--- config.mk ---
export PLATFORM = sky130hd
export DESIGN_NAME = ocap_core
export DESIGN_NICKNAME = d
export VERILOG_FILES = /design/src/hdl/ocap_pkg.sv /design/src/hdl/ocap_core.sv
export SDC_FILE = /design/constraint.sdc
export NUM_CORES = 1
export LEC_CHECK = 0
export BUFFER_PORTS_ARGS = -buffer_cell sky130_fd_sc_hd__buf_2
export CORE_ASPECT_RATIO = 1.4
export CORE_MARGIN = 3
export CORE_UTILIZATION = 30
export DETAILED_ROUTE_END_ITERATION = 8
export MAX_ROUTING_LAYER = met4
export PLACE_DENSITY = 0.51
export SLEW_MARGIN = 10
export SYNTH_ARGS = -nofsm -noshare
export SYNTH_HDL_FRONTEND = slang
export SYNTH_SLANG_ARGS = --single-unit
--- constraint.sdc ---
create_clock -name mclk_i -period 9.8 [get_ports mclk_i]
set_input_delay 1.96 -clock mclk_i [delete_from_list [all_inputs] [get_ports mclk_i]]
set_output_delay 1.96 -clock mclk_i [all_outputs]
set_load 0.1 [all_outputs]
--- src/hdl/ocap_pkg.sv ---
// Constants and carriers for the character attribute and palette block.
// Assumes a 100 MHz system clock and an APB master with 32-bit data.
`default_nettype none
package ocap_pkg;
	// Register byte addresses
	localparam logic [11:0] ADDR_CUR_ROW = 12'h000;
	localparam logic [11:0] ADDR_NXT_ROW = 12'h004;
	localparam logic [11:0] ADDR_CHAR_ATTRIBUTE = 12'h008;
	localparam logic [11:0] ADDR_DISPLAY_CONTROL = 12'h010;
	localparam logic [11:0] ADDR_SLOT_STATUS = 12'h014;
	localparam logic [11:0] ADDR_OUTPUT_PALETTE_CONTROL = 12'h01c;
	// Reset values
	localparam logic [15:0] DISPLAY_CONTROL_RST = 16'h0000;
	localparam logic [15:0] OUTPUT_PALETTE_RST = 16'h0000;
	// Character attribute fields
	localparam int ATR_BG = 12;
	localparam int ATR_FG = 9;
	localparam int ATR_PSEL = 10;
	localparam int ATR_UL2 = 9;
	localparam int ATR_UL1 = 8;
	localparam int ATR_SHIFT = 7;
	localparam int ATR_TRANSP = 6;
	localparam int ATR_BLINK = 5;
	localparam int ATR_ITALIC = 4;
	localparam int ATR_CDLY = 2;
	localparam int ATR_FRINGE = 1;
	localparam int ATR_SMOOTH = 0;
	// Display control fields
	localparam int CTL_UL2 = 15;
	localparam int CTL_UL1 = 14;
	localparam int CTL_OVERLAY = 13;
	localparam int CTL_BLINK_VIS = 12;
	localparam int CTL_ITAL = 8;
	localparam int CTL_SIZE = 5;
	localparam int CTL_SCAN = 0;
	// Output palette control fields
	localparam int PAL_HBLANK_LAG = 12;
	localparam int PAL_BG_ON = 11;
	localparam int PAL_BG = 8;
	localparam int PAL_FIXED = 6;
	localparam int PAL_CHAN_A = 4;
	localparam int PAL_CHAN_B = 2;
	localparam int PAL_CHAN_C = 0;
	// Bit 7 is reserved: never stored, reads 0
	localparam logic [15:0] PAL_KEEP = 16'hff7f;
	// Glyph sizes
	localparam logic [1:0] SIZE_X1 = 2'h0;
	localparam logic [1:0] SIZE_X2 = 2'h1;
	localparam logic [1:0] SIZE_X3 = 2'h2;
	// Timing in pixels (one pixel per clock)
	localparam logic [3:0] SLOT_LAST = 4'hf;
	localparam logic [4:0] SHIFT_PIXELS = 5'h08;
	// Output levels: 0, 33, 66, 100 percent
	localparam logic [1:0] LVL_TWO_THIRDS = 2'h2;
	localparam logic [1:0] LVL_FULL = 2'h3;
	// Fixed table, entry i at bits 6i+5..6i as {a, b, c}
	localparam logic [47:0] FIXED_TABLE = {6'h3f, 6'h3c, 6'h3c, 6'h35,
		6'h2a, 6'h2f, 6'h0f, 6'h00};
	localparam logic [2:0] COLOR_BLACK = 3'h0;

	typedef struct packed {
		logic psel;
		logic penable;
		logic pwrite;
		logic [11:0] paddr;
		logic [31:0] pwdata;
	} ocap_apb_req_type;

	typedef struct packed {
		logic pready;
		logic [31:0] prdata;
		logic pslverr;
	} ocap_apb_rsp_type;

	typedef struct packed {
		logic [1:0] video_out_a;
		logic [1:0] video_out_b;
		logic [1:0] video_out_c;
		logic blank;
	} ocap_video_type;
endpackage : ocap_pkg
`default_nettype wire

--- src/hdl/ocap_core.sv ---
// Character attribute, pixel pipeline and output palette with APB access.
// Assumes an APB master on mclk_i; one pixel per clock, 16 per slot.
//
// The register addresses and the APB slave port were decided locally.
`default_nettype none
module ocap_core
	import ocap_pkg::*;
(
	// Clock and reset
	input wire logic mclk_i,
	input wire logic sys_rst_i,
	// Register bus
	input wire ocap_apb_req_type apb_req_i,
	output ocap_apb_rsp_type apb_rsp_o,
	// Video
	output ocap_video_type video_o,
	output logic slot_start_o
);
	typedef struct packed {
		logic [3:0] cnt;
		logic [15:0] cur_pend;
		logic [15:0] nxt_pend;
		logic [15:0] attr_pend;
		logic [15:0] cur;
		logic [15:0] nxt;
		logic [15:0] attr;
		logic [15:0] ctrl;
		logic [15:0] pal;
		logic [2:0] fg_prev;
		logic [31:0] fg_hist;
		logic [31:0] fr_hist;
		logic [15:0] bl_hist;
		logic [2:0] col_hist;
		ocap_apb_rsp_type rsp;
		ocap_video_type vid;
		logic slot_start;
	} ocap_state_type;

	ocap_state_type s_q;
	ocap_state_type s_d;

	function automatic logic [1:0] ocap_mix(input logic p,
		input logic o0, input logic o1, input logic [1:0] m);
		logic [2:0] sum;
		sum = (p ? 3'h2 : 3'h0) + {2'h0, m[0] & o0} + {2'h0, m[1] & o1};
		ocap_mix = (sum > 3'h3) ? LVL_FULL : sum[1:0];
	endfunction : ocap_mix

	logic wr_acc;
	logic rd_acc;
	logic latch;
	logic [3:0] idx;
	logic [3:0] pos;
	logic [7:0] x3;
	logic cur_bit;
	logic left_bit;
	logic right_bit;
	logic nb_bit;
	logic smooth;
	logic under;
	logic pal_mode;
	logic hide;
	logic fg_pix;
	logic fr_pix;
	logic [4:0] dly;
	logic d_fg;
	logic d_fr;
	logic [2:0] fg_col;
	logic [2:0] col_now;
	logic [3:0] cdly;
	logic [2:0] col;
	logic on;
	logic wr_done;
	logic [1:0] lvl_tab [3][8];
	logic [31:0] rdata;
	logic hit;

	// Palette stage as a level table per channel and colour, from the palette
	// register only; channel 2 is a (red), 1 is b (green), 0 is c (blue)
	for (genvar k = 0; k < 3; k++) begin : g_chan
		for (genvar c = 0; c < 8; c++) begin : g_col
			localparam logic [2:0] CV = 3'(c);
			localparam int OTH0 = (k == 0) ? 1 : 0;
			localparam int OTH1 = (k == 2) ? 1 : 2;
			assign lvl_tab[k][c] = (s_q.pal[PAL_CHAN_C +: 6] == 6'h00) ?
				(CV[k] ? LVL_FULL : 2'h0) :
				s_q.pal[PAL_FIXED] ? FIXED_TABLE[6 * c + 2 * k +: 2] :
				ocap_mix(CV[k], CV[OTH0], CV[OTH1],
				s_q.pal[PAL_CHAN_C + 2 * k +: 2]);
		end
	end

	always_comb begin
		s_d = s_q;
		wr_acc = apb_req_i.psel & apb_req_i.penable & apb_req_i.pwrite &
			~s_q.rsp.pready;
		rd_acc = apb_req_i.psel & apb_req_i.penable & ~apb_req_i.pwrite &
			~s_q.rsp.pready;
		wr_done = apb_req_i.psel & apb_req_i.penable & apb_req_i.pwrite &
			s_q.rsp.pready;
		// Register bus: one wait state, answer registered; a write lands at
		// the edge where the master sees ready
		hit = 1'b1;
		rdata = 32'h0000_0000;
		case (apb_req_i.paddr)
			ADDR_CUR_ROW: rdata = 32'h0000_0000;
			ADDR_NXT_ROW: rdata = 32'h0000_0000;
			ADDR_CHAR_ATTRIBUTE: rdata = 32'h0000_0000;
			ADDR_DISPLAY_CONTROL: rdata = {16'h0000, s_q.ctrl};
			ADDR_SLOT_STATUS: rdata = {24'h0, s_q.vid.blank, s_q.col_hist,
				s_q.cnt};
			ADDR_OUTPUT_PALETTE_CONTROL: rdata = {16'h0000, s_q.pal};
			default: hit = 1'b0;
		endcase
		s_d.rsp.pready = wr_acc | rd_acc;
		s_d.rsp.pslverr = (wr_acc | rd_acc) & ~hit;
		s_d.rsp.prdata = rd_acc ? rdata : 32'h0000_0000;
		if (wr_done) begin
			case (apb_req_i.paddr)
				ADDR_CUR_ROW: s_d.cur_pend = apb_req_i.pwdata[15:0];
				ADDR_NXT_ROW: s_d.nxt_pend = apb_req_i.pwdata[15:0];
				ADDR_CHAR_ATTRIBUTE: s_d.attr_pend = apb_req_i.pwdata[15:0];
				ADDR_DISPLAY_CONTROL: s_d.ctrl = apb_req_i.pwdata[15:0];
				ADDR_OUTPUT_PALETTE_CONTROL: s_d.pal =
					apb_req_i.pwdata[15:0] & PAL_KEEP;
				default: s_d.pal = s_q.pal;
			endcase
		end
		// Slot timing; latch pending set and clear it for the next slot
		s_d.cnt = s_q.cnt + 4'h1;
		latch = (s_q.cnt == SLOT_LAST);
		s_d.slot_start = latch;
		if (latch) begin
			s_d.cur = s_d.cur_pend;
			s_d.nxt = s_d.nxt_pend;
			s_d.attr = s_d.attr_pend;
			s_d.cur_pend = 16'h0000;
			s_d.nxt_pend = 16'h0000;
			s_d.attr_pend = 16'h0000;
		end
		// Pixel index per glyph size; reserved size shows normal
		x3 = {4'h0, s_q.cnt} * 8'h0b;
		case (s_q.ctrl[CTL_SIZE +: 2])
			SIZE_X2: idx = {1'b0, s_q.cnt[3:1]};
			SIZE_X3: idx = {1'b0, x3[7:5]};
			default: idx = s_q.cnt;
		endcase
		pos = 4'hf - idx;
		cur_bit = s_q.cur[pos];
		left_bit = (pos != 4'hf) ? s_q.cur[pos + 4'h1] : 1'b0;
		right_bit = (pos != 4'h0) ? s_q.cur[pos - 4'h1] : 1'b0;
		nb_bit = s_q.nxt[pos];
		smooth = s_q.attr[ATR_SMOOTH] & ~cur_bit & nb_bit &
			(left_bit | right_bit);
		// Palette mode follows the caption setting of the control register
		pal_mode = ~s_q.ctrl[CTL_OVERLAY];
		under = (s_q.attr[ATR_UL1] & s_q.ctrl[CTL_UL1]) |
			(pal_mode & s_q.attr[ATR_UL2] & s_q.ctrl[CTL_UL2]);
		hide = s_q.attr[ATR_BLINK] & ~s_q.ctrl[CTL_BLINK_VIS];
		fg_pix = ~hide & (cur_bit | smooth | under);
		fr_pix = ~hide & s_q.attr[ATR_FRINGE] & ~fg_pix &
			(left_bit | right_bit | nb_bit);
		s_d.fg_hist = {s_q.fg_hist[30:0], fg_pix};
		s_d.fr_hist = {s_q.fr_hist[30:0], fr_pix};
		dly = (s_q.attr[ATR_SHIFT] ? SHIFT_PIXELS : 5'h00) +
			(s_q.attr[ATR_ITALIC] ?
			{1'b0, s_q.ctrl[CTL_ITAL +: 4]} : 5'h00);
		d_fg = s_d.fg_hist[dly];
		d_fr = s_d.fr_hist[dly];
		// Foreground colour with lagged change
		fg_col = pal_mode ? {s_q.attr[ATR_PSEL +: 2], 1'b1} :
			s_q.attr[ATR_FG +: 3];
		cdly = {s_q.attr[ATR_CDLY +: 2], 2'b00};
		col_now = (s_q.cnt < cdly) ? s_q.fg_prev : fg_col;
		if (latch) begin
			s_d.fg_prev = fg_col;
		end
		if (d_fg) begin
			col = col_now;
			on = 1'b1;
		end else if (d_fr) begin
			col = COLOR_BLACK;
			on = 1'b1;
		end else if (~s_q.attr[ATR_TRANSP]) begin
			col = s_q.attr[ATR_BG +: 3];
			on = 1'b1;
		end else if (s_q.pal[PAL_BG_ON]) begin
			col = s_q.pal[PAL_BG +: 3];
			on = 1'b1;
		end else begin
			col = COLOR_BLACK;
			on = 1'b0;
		end
		s_d.col_hist = col;
		// Blank line delayed by the lag field
		s_d.bl_hist = {s_q.bl_hist[14:0], on};
		s_d.vid.blank = s_d.bl_hist[s_q.pal[PAL_HBLANK_LAG +: 4]];
		// Palette stage: colour bit 2 red, 1 green, 0 blue
		s_d.vid.video_out_a = lvl_tab[2][col];
		s_d.vid.video_out_b = lvl_tab[1][col];
		s_d.vid.video_out_c = lvl_tab[0][col];
	end

	always_ff @(posedge mclk_i) begin
		if (sys_rst_i) begin
			s_q <= '0;
			s_q.ctrl <= DISPLAY_CONTROL_RST;
			s_q.pal <= OUTPUT_PALETTE_RST;
		end else begin
			s_q <= s_d;
		end
	end

	assign apb_rsp_o = s_q.rsp;
	assign video_o = s_q.vid;
	assign slot_start_o = s_q.slot_start;
endmodule : ocap_core
`default_nettype wire

==> metrics.yaml, run 1 <==
cts_buffers: 24
crit_top_cell: "ha_1"
cts_setup_buffers: 0
tns_ns: 0
slowest_delay_ns: 0.74
initial_utilization_pct: 30.4
areaGrowthSynthToFinish_pct: 11.7
finalCritPeriodShare_pct: 74.4
syn_area_per_cell_um2: 9.37
clock_latency_ns: 0.53
cts_tree: "done"
yosysSeqAreaShare_pct: 45.9
ys_ff_latch: 238
crit_family: "compound AO/OA/AOI/OAI gates"
cap_violations: 0
nets: 1188
clkPwrFrac_pct: 45.6
routabilityCongestion: 0.825
syn_inst: 1108
p_int_mw: 1.54
ys_warn_count: 0
portBuffers: 58
crit_buf_inv: 1
vias: 7642
stdcell_count: 1578
period_needed_ns: 7.29
die_area_um2: 36900
grt_pass1_vias: 7563
synthFlopType: "dfxtp_1"
clkTransAtPathRegs_ns: 0.06
post_drt_via_cell_ratio: 4.84
place_inst: 1537
p_sw_share_pct: 23.5
drtIter0Drc: 434
setup_viol: 0
routedWlPerCell_um: 17.1
crit_fanout: 19
remaining_drc_errors: 0
synth_top_area_cell: "dfxtp_1"
cts-root-buf: "clkbuf_16"
relSlewSlack_pct: 20.7
ys_async_sr_fraction_pct: 0
finalPower_mw: 2.01
cts-htree-levels: 1
antenna_found_initial: 0
die_w_um: 163
die_y_um: 226
power_density_nw_per_um2: 173
yosys-top-cells-area: "dfxtp_1 (46%), mux2i_1 (7.1%), nand2_1 (5.2%)"
grt_usage_pct: 15.1
num_io_pins: 91
layout-drive-gt1-share_pct: 13.1
power.net_switching_mw: 0.473
hpwl_mm: 18.7
power_frac_seq_pct: 48.6
combPwrFrac_pct: 5.9
clkSinkCount: 238
grt_max_degree: 96
grt_setup_unrepaired: "no"
rows: 80
run_status: "finished clean"
hold_class: "reg -> reg"
core-area_um2: 34100
crit_slowest_cell: "or3_1"
grt_overflow: 0
drtPass1Iterations: 5
tightest_slew_ns: 1.18
finalHoldViolCount: 0
regArea_um2: 4760
leakagePower_nw: 4.51
antenna_left: 0
synth_edf_count: 0
skew_ns: 0.00882
max-vdd-ir-drop_uv: 123
clockBufferDepth: 3
synth_top_area_share_pct: 45.9
cp-end-kind: "register"
critical_path_class: "reg -> reg"
slew_viol_final: 0
max_freq_ghz: 0.137
worstPathArrival_ns: 7.68
holdBufCountCts: 0
cp.required_ns: 10.19
wirelength_mm: 27.1
cts_resized: 0
diodes: 0
grt_pass1_wl_mm: 42.6
synth_area_um2: 10400
cp-start-kind: "register"
fillers: 3517
multi_input_area_um2: 5030
yosysUniqueCellTypes: 70
crit_path_cell_trace: "ha_1, ha_1, ha_1, a21oi_1, nor4bb_1, or3_1, ha_1, clkinv_1, mux4_2, and2_1, nor4b_1, a211o_1, o31ai_1, a21o_1, a41oi_2, and3_1, o31ai_1, o211ai_1"
## per-layer routing
metal	track usage [%]	up-vias	wire, µm
met1	17.3	3680	11300
met5	-	-	0
met4	5.57	0	892
met3	1.94	43	833
li1	-	3795	-
met2	26.9	124	14100
## synth_stat cells (15+ instances only)
master / number
nand2_1: 144
nor2b_1: 83
nor2_1: 99
o21ai_0: 56
dfxtp_1: 238
buf_4: 46
mux2i_1: 74
a21oi_1: 45
mux4_2: 21
clkbuf_1: 49
nand3_1: 15
inv_1: 23
ha_1: 27
## cell families (layout without fill, tap and decap cells)
group	after synthesis	after routing	share of synthesized area (%)
buffers and inverters	130	134	6.48
XOR/XNOR	5	5	0.422
multiplexers	104	104	12.7
AND/OR/NAND/NOR	411	411	18.8
other	1	16	0.0361
AO/OA/AOI/OAI	192	192	12.4
flip-flops	238	238	45.9
adder cells (fa/ha/maj)	27	27	3.25
## flip-flops by register name, summed over array words and instances (netlist names)
| register | flops |
|---|---|
| slot_start_o | 1 |
| apb_rsp_o | 18 |
| video_o | 7 |
| cdly | 2 |
| s_d | 77 |
| s_q | 133 |
## worst paths after layout
path / start / end / slack (ns) / cells after the start
setup reg to reg: s_q[259]$_SDFF_PP0_ / video_o[3]$_SDFF_PP0_ / 2.51 / 18
setup / recovery: s_q[259]$_SDFF_PP0_ / video_o[3]$_SDFF_PP0_ / 2.51 / 18
hold / removal: s_q[160]$_SDFFE_PP0P_ / s_q[160]$_SDFFE_PP0P_ / 0.45 / 2
hold reg to reg: s_q[160]$_SDFFE_PP0P_ / s_q[160]$_SDFFE_PP0P_ / 0.45 / 2
## layout by cell type, fill, tap and decap left out, types with 15 or more instances in the layout
cell and n:
a21oi_1 45, buf_2 57, clkbuf_16 25, conb_1 16, dfxtp_1 238, ha_1 27
inv_1 23, mux2i_1 74, mux4_2 21, nand2_1 143, nand3_1 15, nor2_1 98
nor2b_1 83, o21ai_0 56
## worst register-to-register path, stage by stage (launching register included)
cell	delay [ns]
dfxtp_1	0.69
ha_1	0.35
ha_1	0.29
ha_1	0.32
a21oi_1	0.20
nor4bb_1	0.54
or3_1	0.74
ha_1	0.39
clkinv_1	0.30
mux4_2	0.37
and2_1	0.18
nor4b_1	0.15
a211o_1	0.35
o31ai_1	0.73
a21o_1	0.44
a41oi_2	0.41
and3_1	0.33
o31ai_1	0.23
o211ai_1	0.14
## final cells by class
| type | instances | area share [%] |
|---|---|---|
| multi-input cells | 755 | 43.4 |
| flip-flops and latches | 238 | 41.1 |
| clock buffers | 34 | 5.95 |
| well taps | 451 | 4.87 |
| repair buffers | 67 | 3.11 |
| inverters | 26 | 0.842 |
| clock inverters | 7 | 0.734 |
## through the flow
step           instance area, µm²  util [%]  hold slack, ns  setup slack (ns)
3_5_place_dp                10800      31.7           0.442              2.54
2_1_floorplan               10400         -           0.417              4.39
6_report                    11600      34.0           0.451              2.51
3_3_place_gp                10800      31.7           0.438              2.53
4_1_cts                     11600      34.0           0.458              2.51
5_1_grt                     11600      34.0           0.466              2.07
## power groups by stage
| stage | logic (mW) | registers, mW | clock network, mW |
|---|---|---|---|
| after CTS | 0.119 | 0.976 | 0.944 |
| after floorplan | 0.0960 | 0.995 | 0 |
| after global routing | 0.127 | 0.976 | 0.983 |
| after global placement | 0.118 | 0.998 | 0 |
| after detailed placement | 0.119 | 0.997 | 0 |
| final | 0.118 | 0.976 | 0.916 |
(Power assumes the default switching activity.)
==> inputs of run 2 (changes only) <==
--- a/config.mk
+++ b/config.mk
@@ -5,13 +5,14 @@
 export SDC_FILE = /design/constraint.sdc
 export NUM_CORES = 1
 export LEC_CHECK = 0
+export ABC_AREA = 1
 export BUFFER_PORTS_ARGS = -buffer_cell sky130_fd_sc_hd__buf_2
 export CORE_ASPECT_RATIO = 1.4
 export CORE_MARGIN = 3
 export CORE_UTILIZATION = 30
 export DETAILED_ROUTE_END_ITERATION = 8
 export MAX_ROUTING_LAYER = met4
-export PLACE_DENSITY = 0.51
+export PLACE_DENSITY = 0.52
 export SLEW_MARGIN = 10
 export SYNTH_ARGS = -nofsm -noshare
 export SYNTH_HDL_FRONTEND = slang
==> constraint.sdc (replaced) <==
create_clock -name mclk_i -period 6 [get_ports mclk_i]
set_input_delay 1.2 -clock mclk_i [delete_from_list [all_inputs] [get_ports mclk_i]]
set_output_delay 1.2 -clock mclk_i [all_outputs]
set_load 0.1 [all_outputs]
==> run 2 against run 1 <==
  * Area after synthesis increased by 0.80%
  * Utilization increased by 0.45 points
  * Final cell count increased by 20%
  * Critical path depth increased by 16
  * Total power increased by 72%
  * Synthesized cell count increased by 28%
  * Sequential share of layout area decreased by 0.65 points
  * Critical path type unchanged
==> metrics.yaml, run 2 <==
period_needed_ns: 5.05
routabilityCongestion: 0.870
grt_overflow: 0
synth_top_area_cell: "dfxtp_1"
grt_pass1_wl_mm: 44.6
r2r-end: "video_o[2]$_SDFF_PP0_"
stdcell_count: 1896
die_area_um2: 37200
die_w_um: 164
slew_viol_final: 0
tns_ns: 0
layout-drive-gt1-share_pct: 9.90
skew_ns: 0.0154
hold_class: "reg -> reg"
crit_slowest_cell: "dfxtp_1"
power_density_nw_per_um2: 294
largest_reg_flops: 133
cts_buffers: 26
clkSinkCount: 238
num_io_pins: 91
cts-htree-levels: 1
vias: 8853
drtIter0Drc: 453
wirelength_mm: 27.5
cts_resized: 0
synth_area_um2: 10500
synth.most_common_cell: "dfxtp_1"
slowest_delay_ns: 0.51
worst_slack_ns: 0.950
r2r-start: "s_q[259]$_SDFF_PP0_"
finalCritPeriodShare_pct: 84.2
remaining_drc_errors: 0
worstPathArrival_ns: 5.52
yosysSeqAreaShare_pct: 45.5
clockBufferDepth: 3
grt_max_degree: 73
syn_area_per_cell_um2: 7.38
largest_register: "s_q"
final_common_cell: "dfxtp_1"
place_inst: 1852
cap_violations: 0
run_status: "finished clean"
fillers: 3761
synth_common_cells: "dfxtp_1 (238), inv_1 (205), nor2_1 (200)"
yosys-top-cells-area: "dfxtp_1 (46%), inv_1 (7.4%), nor2_1 (7.2%)"
yosysUniqueCellTypes: 42
synthFlopType: "dfxtp_1"
synth_edf_count: 0
holdBufCountCts: 0
rows: 80
critical_path_class: "reg -> reg"
cts-root-buf: "clkbuf_16"
antenna_left: 0
hold_start: "s_d[103]$_SDFF_PP0_"
cp.required_ns: 6.47
antenna_found_initial: 0
crit_top_cell: "nand2_1"
grt_setup_unrepaired: "no"
leakagePower_nw: 4.91
tightest_slew_ns: 1.04
cts_tree: "done"
nets: 1505
initial_utilization_pct: 30.6
cp-startpoint: "s_q[259]$_SDFF_PP0_"
routedWlPerCell_um: 14.5
post_drt_via_cell_ratio: 4.67
diodes: 0
areaGrowthSynthToFinish_pct: 12.6
finalHoldViolCount: 0
synth_top_area_share_pct: 45.5
preCtsSetupSlack_ns: 0.960
grt_pass1_vias: 8485
ys_warn_count: 0
hpwl_mm: 19.2
ys_async_sr_fraction_pct: 0
drtPass1Iterations: 8
max-vdd-ir-drop_uv: 207
relSlewSlack_pct: 30.3
crit_fanout: 11
crit_path_end: "video_o[2]$_SDFF_PP0_"
die_y_um: 227
clkTransAtPathRegs_ns: 0.06
cp-start-kind: "register"
portBuffers: 58
ys_ff_latch: 238
reg2reg_setup_slack_ns: 0.95
r2r_cells: 34
layout.cells.most_common_list: "dfxtp_1 (238), inv_1 (205), nor2_1 (198)"
cts_setup_buffers: 0
syn_inst: 1418
cp-end-kind: "register"
max_freq_ghz: 0.198
core-area_um2: 34200
clock_latency_ns: 0.54
grt_usage_pct: 15.2
setup_viol: 0
-- run 2: worst min path at each step --
stage	endpoint	slack, ns	depth (start not counted)
4_1_cts	s_d[65]$_SDFF_PP0_	0.42	2
6_report	s_d[104]$_SDFF_PP0_	0.42	2
5_1_grt	s_d[54]$_SDFF_PP0_	0.44	2
2_1_floorplan	s_d[50]$_SDFF_PP0_	0.40	2
3_3_place_gp	s_d[54]$_SDFF_PP0_	0.40	2
3_5_place_dp	s_d[101]$_SDFF_PP0_	0.41	2
-- run 2: kinds of logic after synthesis --
kind of cell / count (synthesis) / synth area share (%)
other: 1 / 0.0358
multiplexers: 3 / 0.287
flip-flops: 238 / 45.5
buffers and inverters: 322 / 13.4
AND/OR/NAND/NOR: 537 / 21.7
AO/OA/AOI/OAI: 288 / 15.7
adder cells (fa/ha/maj): 27 / 3.23
XOR/XNOR: 2 / 0.167
-- run 2: routing by layer --
layer  wire (µm)  vias to the layer above  part of all wire [%]  global-route usage [%]
met5           0                        -                     0                       -
met4         878                        0                   3.2                    5.43
met3         976                       56                   3.6                    1.86
met2       13800                      147                    50                    26.5
met1       11900                     4095                    43                    18.0
li1            -                     4555                     -                       -
-- run 2: final cells by class --
class	instances	area [µm²]	share of cell area (%)
flip-flops and latches	238	4760	40.5
multi-input cells	873	4360	37.1
inverters	216	811	6.88
clock buffers	39	761	6.46
well taps	451	564	4.79
repair buffers	74	410	3.48
clock inverters	5	104	0.882
-- run 2: worst max-delay path: cells and delay by family (launching register included) --
family                   cells  cell delay, ns
buffers and inverters        4            0.61
flip-flops                   1            0.51
adder cells (fa/ha/maj)      4            1.29
AND/OR/NAND/NOR             24            2.35
AO/OA/AOI/OAI                2            0.20
-- run 2: through the flow --
| step | total power, mW | hold slack [ns] | cell area [µm²] | util [%] |
|---|---|---|---|---|
| floorplan | 1.82 | 0.399 | 10500 | - |
| global placement | 1.86 | 0.405 | 10900 | 31.9 |
| detailed placement | 1.86 | 0.410 | 10900 | 31.9 |
| CTS | 3.52 | 0.416 | 11800 | 34.4 |
| global route | 3.59 | 0.435 | 11800 | 34.4 |
| finish | 3.47 | 0.417 | 11800 | 34.4 |
-- run 2: where the power goes --
group	internal, mW	switching (mW)
registers	1.59	0.00565
clock network	0.998	0.642
logic	0.0527	0.180
total	2.64	0.828
==> inputs of run 3 (changes only) <==
--- a/config.mk
+++ b/config.mk
@@ -5,7 +5,7 @@
 export SDC_FILE = /design/constraint.sdc
 export NUM_CORES = 1
 export LEC_CHECK = 0
-export ABC_AREA = 1
+export ABC_AREA = 0
 export BUFFER_PORTS_ARGS = -buffer_cell sky130_fd_sc_hd__buf_2
 export CORE_ASPECT_RATIO = 1.4
 export CORE_MARGIN = 3
==> constraint.sdc (replaced) <==
create_clock -name mclk_i -period 4.2 [get_ports mclk_i]
set_input_delay 0.84 -clock mclk_i [delete_from_list [all_inputs] [get_ports mclk_i]]
set_output_delay 0.84 -clock mclk_i [all_outputs]
set_load 0.1 [all_outputs]
==> run 3 against run 2 <==
  * The run now ends with setup timing left
  * Utilization increased by 2.9 points
  * First-iteration DRC count increased by 3.8%
  * Maximum frequency rose by 1.7%
  * Sequential share of layout area decreased by 2.9 points
  * Combinational power increased by 59%
  * Register-to-register slack lost 1.7 ns
  * Count of clock-buffer cells in the layout decreased by 6
  * Global-route usage up 0.68 points
  * Critical path type unchanged
  * Largest power group is now registers
  * Highest routed layer unchanged
==> metrics.yaml, run 3 (synthesized netlist as in run 1, its figures left out) <==
grt_setup_unrepaired: "yes"
grt_pass1_vias: 8238
wirelength_mm: 28.9
grt_usage_pct: 15.9
hold_start: "s_q[160]$_SDFFE_PP0P_"
layout-drive-gt1-share_pct: 23.0
slew_viol_final: 0
cts-htree-levels: 1
drtIter0Drc: 470
drtPass1Iterations: 7
cp-end-kind: "register"
remaining_drc_errors: 0
grt_max_degree: 93
final_common_cell: "dfxtp_1"
cts_buffers: 25
clkTransAtPathRegs_ns: 0.07
clkSinkCount: 238
grt_pass1_wl_mm: 45.4
cts_tree: "done"
cts-root-buf: "clkbuf_16"
initial_utilization_pct: 30.4
areaGrowthSynthToFinish_pct: 22.5
max-vdd-ir-drop_uv: 257
power_density_nw_per_um2: 384
r2r-start: "s_q[259]$_SDFF_PP0_"
routabilityCongestion: 0.889
crit_top_cell: "ha_4"
largest_register: "s_q"
grt_overflow: 0
antenna_found_initial: 0
post_drt_via_cell_ratio: 4.88
crit_fanout: 6
hold_class: "reg -> reg"
cp.required_ns: 4.59
cap_violations: 0
r2r-end: "video_o[6]$_SDFF_PP0_"
hold-path-endpoint: "s_q[160]$_SDFFE_PP0P_"
diodes: 0
whs_path_depth: 2
antenna_left: 0
crit_path_cell_trace: "ha_4, ha_4, ha_4, o21a_1, a2bb2oi_2, mux2i_2, and2_4, ha_4, clkinv_4, mux4_2, and2_4, nor4b_4, a211o_1, o31a_1, a2111o_2, buf_12, a31oi_4, buf_4, buf_6, nor2_1, o21ai_1, a211oi_1"
skew_ns: 0.0209
core-area_um2: 34100
crit_slowest_cell: "a2111o_2"
worst_slack_ns: -0.768
worstPathArrival_ns: 5.36
hpwl_mm: 20.8
num_io_pins: 91
tns_ns: -6.60
clockBufferDepth: 3
die_w_um: 163
relSlewSlack_pct: 27.5
largest_reg_flops: 133
leakagePower_nw: 5.10
crit_buf_inv: 4
critical_path_class: "reg -> reg"
die_y_um: 226
clock_latency_ns: 0.54
tightest_slew_ns: 1.08
run_status: "finished with violations"
holdBufCountCts: 0
portBuffers: 58
reg2reg_setup_slack_ns: -0.77
period_needed_ns: 4.97
rows: 80
r2r_cells: 22
stdcell_count: 1668
crit_family: "compound AO/OA/AOI/OAI gates"
routedWlPerCell_um: 17.3
vias: 8136
fin_util_pct: 37.3
finalHoldViolCount: 0
finalCritPeriodShare_pct: 118
die_area_um2: 36900
cp-start-kind: "register"
place_inst: 1606
slowest_delay_ns: 0.54
layout.cells.most_common_list: "dfxtp_1 (234), nand2_1 (143), nor2_1 (95)"
violations: "setup timing"
nets: 1276
max_freq_ghz: 0.201
whs_ns: 0.448
setup_viol: 11
run 3: changes by cell type in the layout (fill, tap and decap cells not counted), moves of 49 or more:
cell and change:
o21ai_0 -52, nor2b_1 +83, a21oi_1 -49, nor2_1 -103, inv_1 -182, buf_4 +68
nand3_1 -103, mux2i_1 +70
run 3: power by group:
group	switching (mW)	internal, mW	total (mW)
sequential	0.00584	2.27	2.27
combinational	0.247	0.124	0.371
clock	0.916	1.33	2.24
total	1.17	3.72	4.88
run 3: worst min-delay path: stages (launching register included):
cell     delay, ns
dfxtp_1       0.32
nand2_1       0.04
o21ai_0       0.05
run 3: metal layers:
layer / vias to the layer above / wire length [µm] / global-route usage [%] / share of wire, %
met2: 148 / 15100 / 29.1 / 52
met3: 46 / 863 / 1.69 / 3.0
met5: - / 0 / - / 0
met1: 3963 / 12100 / 18.0 / 42
met4: 0 / 778 / 5.02 / 2.7
li1: 3979 / - / - / -
run 3: worst max path at each step:
stage                                   start               endpoint  slack (ns)  cells past startpoint
after global routing      s_q[259]$_SDFF_PP0_  video_o[6]$_SDFF_PP0_       -0.92                     22
after global placement    s_q[256]$_SDFF_PP0_  video_o[3]$_SDFF_PP0_       -0.97                     18
after detailed placement  s_q[259]$_SDFF_PP0_  video_o[3]$_SDFF_PP0_       -1.03                     18
after CTS                 s_q[259]$_SDFF_PP0_  video_o[3]$_SDFF_PP0_       -0.71                     20
final                     s_q[259]$_SDFF_PP0_  video_o[6]$_SDFF_PP0_       -0.77                     22
after floorplan           s_q[257]$_SDFF_PP0_  video_o[2]$_SDFF_PP0_       -0.78                     21
run 3: what timing repair did:
action | 4_1_cts | 5_1_grt
cloned | 1 | 0
setup endpoints to repair | 11 | 11
setup buffers | 14 | 4
resized for setup | 28 | 14
pin swaps | 15 | 6
run 3: layout make-up:
cell class,count,area [µm²]
fill,3446,21400
inverter,26,105
tap,451,564
clock inverter,11,126
multi-input combinational,756,5350
timing repair buffer,153,1090
clock buffer,33,716
sequential,238,4780
run 3: per-stage QoR:
| stage | total power [mW] | setup WS, ns | cell area [µm²] |
|---|---|---|---|
| after detailed placement | 2.67 | -1.03 | 11500 |
| after floorplan | 2.56 | -0.779 | 10600 |
| after global placement | 2.66 | -0.971 | 11500 |
| final | 4.88 | -0.768 | 12700 |
| after global routing | 5.06 | -0.919 | 12700 |
| after CTS | 4.94 | -0.710 | 12600 |
